$ cat config.mk
export PLATFORM = sky130hd
export DESIGN_NAME = vac_adjust
export DESIGN_NICKNAME = d
export VERILOG_FILES = /design/src/include/vac_pkg.sv /design/src/include/vac_strm_if.sv /design/src/vac_gain.sv /design/src/vac_fifo.sv /design/src/vac_adjust.sv
export SDC_FILE = /design/constraint.sdc
export NUM_CORES = 1
export LEC_CHECK = 0
export BUFFER_PORTS_ARGS = -buffer_cell sky130_fd_sc_hd__buf_2
export CORE_UTILIZATION = 28
export CTS_CLUSTER_SIZE = 28
export DETAILED_ROUTE_END_ITERATION = 12
export HOLD_SLACK_MARGIN = 0.1
export SYNTH_ARGS = -nofsm -noshare
export SYNTH_HDL_FRONTEND = slang
export SYNTH_HIERARCHICAL = 1
export SYNTH_SLANG_ARGS = --single-unit
$ cat constraint.sdc
create_clock -name ref_clk -period 13.1 [get_ports ref_clk]
set_input_delay 2.62 -clock ref_clk [delete_from_list [all_inputs] [get_ports ref_clk]]
set_output_delay 2.62 -clock ref_clk [all_outputs]
set_load 0.01 [all_outputs]
$ cat src/include/vac_pkg.sv
package vac_pkg;
  // Register offsets
  localparam logic [7:0] MISC_OFS = 8'h0B;
  localparam logic [7:0] LUMA_LO_OFS = 8'h0C;
  localparam logic [7:0] U_LO_OFS = 8'h0D;
  // Values after reset
  localparam logic [7:0] MISC_RST = 8'h20;
  localparam logic [7:0] LUMA_LO_RST = 8'hD8;
  localparam logic [7:0] U_LO_RST = 8'hFE;
  localparam logic [7:0] V_LO_RST = 8'hB4;
  // Field positions in the options register
  localparam int NOTCH_DISABLE_BIT = 7;
  localparam int COMPONENT_SELECT_BIT = 6;
  localparam int LUMA_DECIM_OFF_BIT = 5;
  localparam int CHROMA_ORDER_INVERT_BIT = 4;
  localparam int LUMA_GAIN_BIT8_BIT = 2;
  localparam int U_GAIN_BIT8_BIT = 1;
  localparam int V_GAIN_BIT8_BIT = 0;
  // Unity gain codes
  localparam int LUMA_UNITY = 216;
  localparam int U_UNITY = 254;
  localparam int V_UNITY = 180;
  // Reciprocals scaled by 2^16, rounded
  localparam int RECIP_SHIFT = 16;
  localparam int LUMA_RECIP = ((1 << RECIP_SHIFT) + LUMA_UNITY / 2) / LUMA_UNITY;
  localparam int U_RECIP = ((1 << RECIP_SHIFT) + U_UNITY / 2) / U_UNITY;
  localparam int V_RECIP = ((1 << RECIP_SHIFT) + V_UNITY / 2) / V_UNITY;
  // Output buffer defaults
  localparam int FIFO_WIDTH = 16;
  localparam int FIFO_DEPTH = 16;
endpackage

$ cat src/include/vac_strm_if.sv
`timescale 1ns/10ps
interface vac_strm_if #(
  parameter int WIDTH = 16
);
  logic valid;
  logic ready;
  logic [WIDTH-1:0] data;
  modport src (output valid, output data, input ready);
  modport snk (input valid, input data, output ready);
endinterface

$ cat src/vac_gain.sv
`timescale 1ns/10ps
module vac_gain #(
  parameter bit SIGNED_IN = 1'b0,
  parameter int RECIP = 303
) (
  // Sample and gain
  input wire logic [7:0] sample,
  input wire logic [8:0] gain,
  // Scaled result, saturated
  output logic [7:0] result
);
  localparam logic signed [10:0] RECIP_S = 11'(RECIP);
  localparam logic signed [31:0] ROUND = 32'sh00008000;
  logic signed [9:0] smp_s;
  logic signed [31:0] prod;
  logic signed [15:0] scaled;

  always_comb begin
    smp_s = SIGNED_IN ? {{2{sample[7]}}, sample} : {2'h0, sample};
    prod = 32'(smp_s) * 32'({1'b0, gain}) * 32'(RECIP_S) + ROUND;
    scaled = prod[31:16];
    // Clip rather than wrap: wrap makes bright pixels black
    if (SIGNED_IN) begin
      if (scaled > 16'sh007F) begin
        result = 8'h7F;
      end else if (scaled < -16'sh0080) begin
        result = 8'h80;
      end else begin
        result = scaled[7:0];
      end
    end else begin
      result = (scaled > 16'sh00FF) ? 8'hFF : scaled[7:0];
    end
  end
endmodule

$ cat src/vac_fifo.sv
`timescale 1ns/10ps
module vac_fifo #(
  parameter int WIDTH = 16,
  parameter int DEPTH = 16
) (
  // Clock and reset
  input wire logic ref_clk,
  input wire logic rst_b,
  // Fill and drain sides
  vac_strm_if.snk wr,
  vac_strm_if.src rd
);
  localparam int AW = $clog2(DEPTH);
  logic [WIDTH-1:0] mem_r [DEPTH];
  logic [AW-1:0] wp_r, wp_nxt, rp_r, rp_nxt;
  logic [AW:0] cnt_r, cnt_nxt;
  logic push, pop;

  assign wr.ready = (cnt_r != (AW+1)'(DEPTH));
  assign rd.valid = (cnt_r != '0);
  assign rd.data = mem_r[rp_r];
  assign push = wr.valid && wr.ready;
  assign pop = rd.valid && rd.ready;

  always_comb begin
    wp_nxt = push ? AW'((wp_r + 1'b1) % DEPTH) : wp_r;
    rp_nxt = pop ? AW'((rp_r + 1'b1) % DEPTH) : rp_r;
    cnt_nxt = cnt_r + (AW+1)'(push) - (AW+1)'(pop);
  end

  always_ff @(posedge ref_clk or negedge rst_b) begin
    if (!rst_b) begin
      wp_r <= '0;
      rp_r <= '0;
      cnt_r <= '0;
    end else begin
      wp_r <= wp_nxt;
      rp_r <= rp_nxt;
      cnt_r <= cnt_nxt;
    end
  end

  // Storage needs no reset; empty flag guards reads
  always_ff @(posedge ref_clk) begin
    if (push) begin
      mem_r[wp_r] <= wr.data;
    end
  end
endmodule

$ cat src/vac_adjust.sv
`timescale 1ns/10ps
////////////////////////////////////////////////////////////////////////////////
module vac_adjust (
  // Clock and reset
  input wire logic ref_clk,
  input wire logic rst_b,
  // Host register port
  input wire logic [7:0] reg_addr,
  input wire logic reg_wr,
  input wire logic reg_rd,
  input wire logic [7:0] reg_wdata,
  output logic [7:0] reg_rdata,
  // V gain low byte, held outside this bank
  input wire logic [7:0] v_gain_low_byte,
  // Horizontal delay parity
  input wire logic horizontal_delay_lsb,
  // Input pixels, 4:4:4 with signed chroma
  input wire logic pix_valid,
  output logic pix_ready,
  input wire logic pix_sol,
  input wire logic [7:0] pix_y,
  input wire logic [7:0] pix_u,
  input wire logic [7:0] pix_v,
  // Output pixels, 4:2:2 {y, c}
  output logic out_valid,
  input wire logic out_ready,
  output logic out_cr,
  output logic [15:0] out_data,
  // Path status
  output logic notch_en,
  output logic chroma_conv_en,
  output logic decim_en
);
  ////////////////////////////////////////////////////////////////////////////////
  // Register bank
  logic [7:0] misc_r, misc_nxt;
  logic [7:0] luma_lo_r, luma_lo_nxt;
  logic [7:0] u_lo_r, u_lo_nxt;
  logic [7:0] rdata_r, rdata_nxt;

  always_comb begin
    misc_nxt = misc_r;
    luma_lo_nxt = luma_lo_r;
    u_lo_nxt = u_lo_r;
    rdata_nxt = rdata_r;
    if (reg_wr) begin
      case (reg_addr)
        vac_pkg::MISC_OFS: misc_nxt = reg_wdata;
        vac_pkg::LUMA_LO_OFS: luma_lo_nxt = reg_wdata;
        vac_pkg::U_LO_OFS: u_lo_nxt = reg_wdata;
        default: misc_nxt = misc_r;
      endcase
    end
    if (reg_rd) begin
      case (reg_addr)
        vac_pkg::MISC_OFS: rdata_nxt = misc_r;
        vac_pkg::LUMA_LO_OFS: rdata_nxt = luma_lo_r;
        vac_pkg::U_LO_OFS: rdata_nxt = u_lo_r;
        default: rdata_nxt = 8'h00;
      endcase
    end
  end

  always_ff @(posedge ref_clk or negedge rst_b) begin
    if (!rst_b) begin
      misc_r <= vac_pkg::MISC_RST;
      luma_lo_r <= vac_pkg::LUMA_LO_RST;
      u_lo_r <= vac_pkg::U_LO_RST;
      rdata_r <= 8'h00;
    end else begin
      misc_r <= misc_nxt;
      luma_lo_r <= luma_lo_nxt;
      u_lo_r <= u_lo_nxt;
      rdata_r <= rdata_nxt;
    end
  end

  assign reg_rdata = rdata_r;

  ////////////////////////////////////////////////////////////////////////////////
  // Decoded controls; reserved bit 3 is stored but steers nothing
  logic notch_disable, component_select, luma_decim_off, chroma_order_invert;
  logic [8:0] luma_gain, u_gain, v_gain;

  assign notch_disable = misc_r[vac_pkg::NOTCH_DISABLE_BIT];
  assign component_select = misc_r[vac_pkg::COMPONENT_SELECT_BIT];
  assign luma_decim_off = misc_r[vac_pkg::LUMA_DECIM_OFF_BIT];
  assign chroma_order_invert = misc_r[vac_pkg::CHROMA_ORDER_INVERT_BIT];
  assign luma_gain = {misc_r[vac_pkg::LUMA_GAIN_BIT8_BIT], luma_lo_r};
  assign u_gain = {misc_r[vac_pkg::U_GAIN_BIT8_BIT], u_lo_r};
  assign v_gain = {misc_r[vac_pkg::V_GAIN_BIT8_BIT], v_gain_low_byte};
  assign notch_en = !notch_disable && !component_select;
  assign chroma_conv_en = component_select;
  assign decim_en = !luma_decim_off;

  ////////////////////////////////////////////////////////////////////////////////
  // Luma filters and gains
  logic [7:0] hist1_r, hist1_nxt, hist2_r, hist2_nxt, fprev_r, fprev_nxt;
  logic [8:0] notch_sum, decim_sum;
  logic [7:0] y_notch, y_filt, y_gain, u_gain_out, v_gain_out;
  logic accept;

  always_comb begin
    // Two-tap comb on samples two apart nulls the carrier band
    notch_sum = {1'b0, pix_y} + {1'b0, (pix_sol ? pix_y : hist2_r)};
    y_notch = notch_en ? notch_sum[8:1] : pix_y;
    decim_sum = {1'b0, y_notch} + {1'b0, (pix_sol ? y_notch : fprev_r)};
    y_filt = decim_en ? decim_sum[8:1] : y_notch;
    hist1_nxt = hist1_r;
    hist2_nxt = hist2_r;
    fprev_nxt = fprev_r;
    if (accept) begin
      hist1_nxt = pix_y;
      hist2_nxt = pix_sol ? pix_y : hist1_r;
      fprev_nxt = y_notch;
    end
  end

  always_ff @(posedge ref_clk or negedge rst_b) begin
    if (!rst_b) begin
      hist1_r <= 8'h00;
      hist2_r <= 8'h00;
      fprev_r <= 8'h00;
    end else begin
      hist1_r <= hist1_nxt;
      hist2_r <= hist2_nxt;
      fprev_r <= fprev_nxt;
    end
  end

  vac_gain #(.SIGNED_IN(1'b0), .RECIP(vac_pkg::LUMA_RECIP)) u_gain_y (
    .sample(y_filt),
    .gain(luma_gain),
    .result(y_gain)
  );
  vac_gain #(.SIGNED_IN(1'b1), .RECIP(vac_pkg::U_RECIP)) u_gain_u (
    .sample(pix_u),
    .gain(u_gain),
    .result(u_gain_out)
  );
  vac_gain #(.SIGNED_IN(1'b1), .RECIP(vac_pkg::V_RECIP)) u_gain_v (
    .sample(pix_v),
    .gain(v_gain),
    .result(v_gain_out)
  );

  ////////////////////////////////////////////////////////////////////////////////
  // Output stage, chroma order, buffer
  vac_strm_if #(.WIDTH(vac_pkg::FIFO_WIDTH + 1)) fill_if ();
  vac_strm_if #(.WIDTH(vac_pkg::FIFO_WIDTH + 1)) drain_if ();
  logic stg_valid_r, stg_valid_nxt;
  logic [16:0] stg_data_r, stg_data_nxt;
  logic phase_r, phase_nxt;
  logic cur_cr;

  // Stage moves only when the buffer takes it; full buffer stalls input
  assign pix_ready = !stg_valid_r || fill_if.ready;
  assign accept = pix_valid && pix_ready;
  // first pixel Cb when even delay and order not inverted
  assign cur_cr = pix_sol ? (chroma_order_invert ^ horizontal_delay_lsb) : phase_r;

  always_comb begin
    stg_valid_nxt = stg_valid_r;
    stg_data_nxt = stg_data_r;
    phase_nxt = phase_r;
    if (fill_if.ready) begin
      stg_valid_nxt = 1'b0;
    end
    if (accept) begin
      stg_valid_nxt = 1'b1;
      stg_data_nxt = {cur_cr, y_gain, (cur_cr ? v_gain_out : u_gain_out)};
      phase_nxt = !cur_cr;
    end
  end

  always_ff @(posedge ref_clk or negedge rst_b) begin
    if (!rst_b) begin
      stg_valid_r <= 1'b0;
      stg_data_r <= 17'h00000;
      phase_r <= 1'b0;
    end else begin
      stg_valid_r <= stg_valid_nxt;
      stg_data_r <= stg_data_nxt;
      phase_r <= phase_nxt;
    end
  end

  assign fill_if.valid = stg_valid_r;
  assign fill_if.data = stg_data_r;
  assign drain_if.ready = out_ready;
  assign out_valid = drain_if.valid;
  assign out_cr = drain_if.data[16];
  assign out_data = drain_if.data[15:0];

  vac_fifo #(.WIDTH(vac_pkg::FIFO_WIDTH + 1), .DEPTH(vac_pkg::FIFO_DEPTH)) u_fifo (
    .ref_clk(ref_clk),
    .rst_b(rst_b),
    .wr(fill_if),
    .rd(drain_if)
  );
endmodule

==> results.md <==
* Outcome: finished, final reports clean
* Overall routed net length at 71,200 um
* Rows at 121
* Clock skew at 40.6 ps
* Fin cells at 4,526
* 1st-iter DRT viols at 1,051
* Final Critical Period at 12,940 ps
* Post-synthesis sequential area ratio at 0.336
* Met2 WL at 33,300 um
* Worst Path Required at 13,550 ps
* DIE WIDTH at 334 um
* Seq cells post-synth at 360
* R2R Setup Slk at 1980 ps
* # fillers at 11,030
* DRT Pass-1 Iters at 5
* Most common cell after layout, fill and taps aside: inv_1
* Die Span Y at 334 um
* Worst-margin pin slew at 1030 ps
* Antenna violations before repair at 7
* Synthesis Warnings at 6
* Simple-gate share of the synthesized area at 0.111
* Complex-gate fraction of the synthesized area at 0.107
* Number of port buffers at 85
* Post-DRT Antenna Nets at 0
* Clock transition at path regs at 60 ps
* Synth Area per Inst at 11.1 um2
* CTS max path bufs at 3
* Hold-fix buffers, CTS at 0
* Final HPWL DP at 54,500 um
* Crit path DAT at 13,390 ps
* Vias/cell at 4.62
* Yosys top cell by area: edfxtp_1
* Number of synthesized flops with an enable pin at 272
* Wire per inst at 15.7 um
* Largest net degree at the start of global routing at 67
* Io pins at 86
* Adder-Cell Fraction of Synth Area at 0.285
* Hold Fails Final Rpt at 0
* Pins Over Slew Limit at 0
* Total GRT Usage at 0.127
* Critical Path Fanout Max at 8
* H-tree depth at 2
* Unrepaired setup endpoints after global routing: true
* Main combinational cell family by area after synthesis: adder cells
* Max Freq at 77.3 MHz
* Placed insts at 4,448
* Drt drc at 0
* Most frequent cells in the layout: inv_1 (397), ha_1 (313), edfxtp_1 (272), fa_1 (223), nand2_1 (202)
* Multi-input logic area at 19,200 um2
* Max Cap Viol at 0
* First-pass GRT wire length at 114,000 um
* Asr flop ratio synth at 0.244
* CP max stage cell: fa_1
* Net count after synthesis at 3,412
* Clock root buffer: clkbuf_16
* Worst path max stage delay at 520 ps
* Share of post-route cells with drive strength above 1 at 0.190
* Clock latency at the later pin of the worst-skew pair at 580 ps
* Worst Setup End Kind: flop
* Layout Nets at 3,640
* Synthesized cell area at 30,900 um2
* TritonCTS Buffers at 36
* Post-synthesis cell type count at 123
* Sequential Area at 10,400 um2
* Synth Instances at 2,793
* Met1 wire length at 33,500 um
* Highest routed metal layer: met5
* Final period utilization at 0.988
* Die Area at 112,000 um2
* Via count at 20,920
* Share of the synthesized area in the top cell type at 0.265
* CP Launch Type: input port
* CTS tree: done
* Hold Path Class: reg -> reg
* Mux cell area share after synthesis at 0.0685
* Vias in the first global route at 20,901
* Core area at 109,000 um2
* Clock tree sinks at 360
* CP most frequent cell: fa_1
* Layout area overhead at 16.5%
* Max_slew headroom at 0.310
* Starting Density at 0.283
* Met3 WL at 3580 um
* Grt ovf at 0
* Final setup viols at 0
* Synth Flop Type: edfxtp_1
* Synth top area cells: edfxtp_1 (26%), fa_1 (15%), ha_1 (13%)
* Final GP Congestion at 0.813
* Crit Path Class: in -> reg
* XOR/XNOR share of the synthesized area at 0.0294
registers in the layout, summed over array words and instances, names as in the netlist:
register and flops:
u_fifo/cnt_r 5, reg_rdata 8, u_fifo/wp_r 4, hist1_r 8, misc_r 8, phase_r 1, fill_if.data 17, fprev_r 8
luma_lo_r 8, fill_if.valid 1, u_fifo/rp_r 4, hist2_r 8, u_lo_r 8, u_fifo/mem_r 272
timing repair:
action / 4_1_cts / 5_1_grt
gates resized for setup: 2 / 59
cloned: 0 / 0
buffers inserted: 0 / 12
setup endpoints to repair: 8 / 8
pin swaps: 1 / 55
cell type report:
cell class                      instances  area share
Multi-Input combinational cell       1951       0.535
Sequential cell                       360       0.289
Tap cell                             1476      0.0514
Timing Repair Buffer                  262      0.0501
Inverter                              410      0.0428
Clock buffer                           48      0.0275
Clock inverter                         17     0.00435
Antenna cell                            2    0.000139
logic make-up after synthesis:
kind of cell	count (synthesis)
fa+ha+maj	566
simple gates	651
flops	360
xor+xnor	99
buf+inv	482
mux	164
compound gates	471
synthesized netlist by cell type (14+ instances only):
cell and number:
edfxtp_1 272, nand3_1 31, and3_1 15, a21o_1 24
and2_1 172, xor2_1 36, inv_1 407, a22oi_1 26
mux2_2 35, o21ai_0 109, dfrtp_1 76, a221oi_1 36
nor2b_1 22, xnor2_1 59, mux4_2 34, nand2b_1 19
clkbuf_1 25, a211oi_1 18, buf_2 29, a21oi_1 102
o21ai_1 14, nor2_1 85, fa_1 231, nand2_1 206
o211ai_1 15, ha_1 332, mux2i_1 94, nor3_1 19
per-stage QoR:
step | utilization | setup TNS [ps] | hold WS, ps | setup WS (ps) | cell area (um2)
global placement | 0.315 | -4280 | 458 | -551 | 34400
global route | 0.329 | -1530 | 506 | -242 | 36000
detailed placement | 0.315 | -5530 | 462 | -713 | 34400
finish | 0.329 | 0 | 473 | 161 | 36000
floorplan | - | -994 | 445 | -144 | 31300
CTS | 0.326 | 0 | 477 | 12.1 | 35600
worst max-delay path, delay by kind of cell:
family	cells	cell delay [ps]
mux	1	300
fa+ha+maj	13	5140
xor+xnor	3	560
compound gates	13	2370
simple gates	8	1140
buf+inv	14	1210
metal layers:
metal	track usage	vias to the layer above
met5	0	-
met3	0.0227	66
met1	0.174	10290
li1	-	10198
met4	0.0216	6
met2	0.210	360
worst paths after layout:
kind,from,cells after the start,to
max,pix_sol,52,fill_if.data[12]$_DFFE_PN0P_
min,hist1_r[0]$_DFFE_PN0P_,2,hist1_r[0]$_DFFE_PN0P_
max reg2reg,hist2_r[2]$_DFFE_PN0P_,51,fill_if.data[12]$_DFFE_PN0P_
min reg2reg,hist1_r[0]$_DFFE_PN0P_,2,hist1_r[0]$_DFFE_PN0P_
max in group asynchronous,rst_b,2,reg_rdata[1]$_DFFE_PN0P_
min in group asynchronous,rst_b,1,fill_if.data[9]$_DFFE_PN0P_
Power is not shown: default switching activity piles up to over one toggle a cycle in this logic, so the estimate is an artifact.
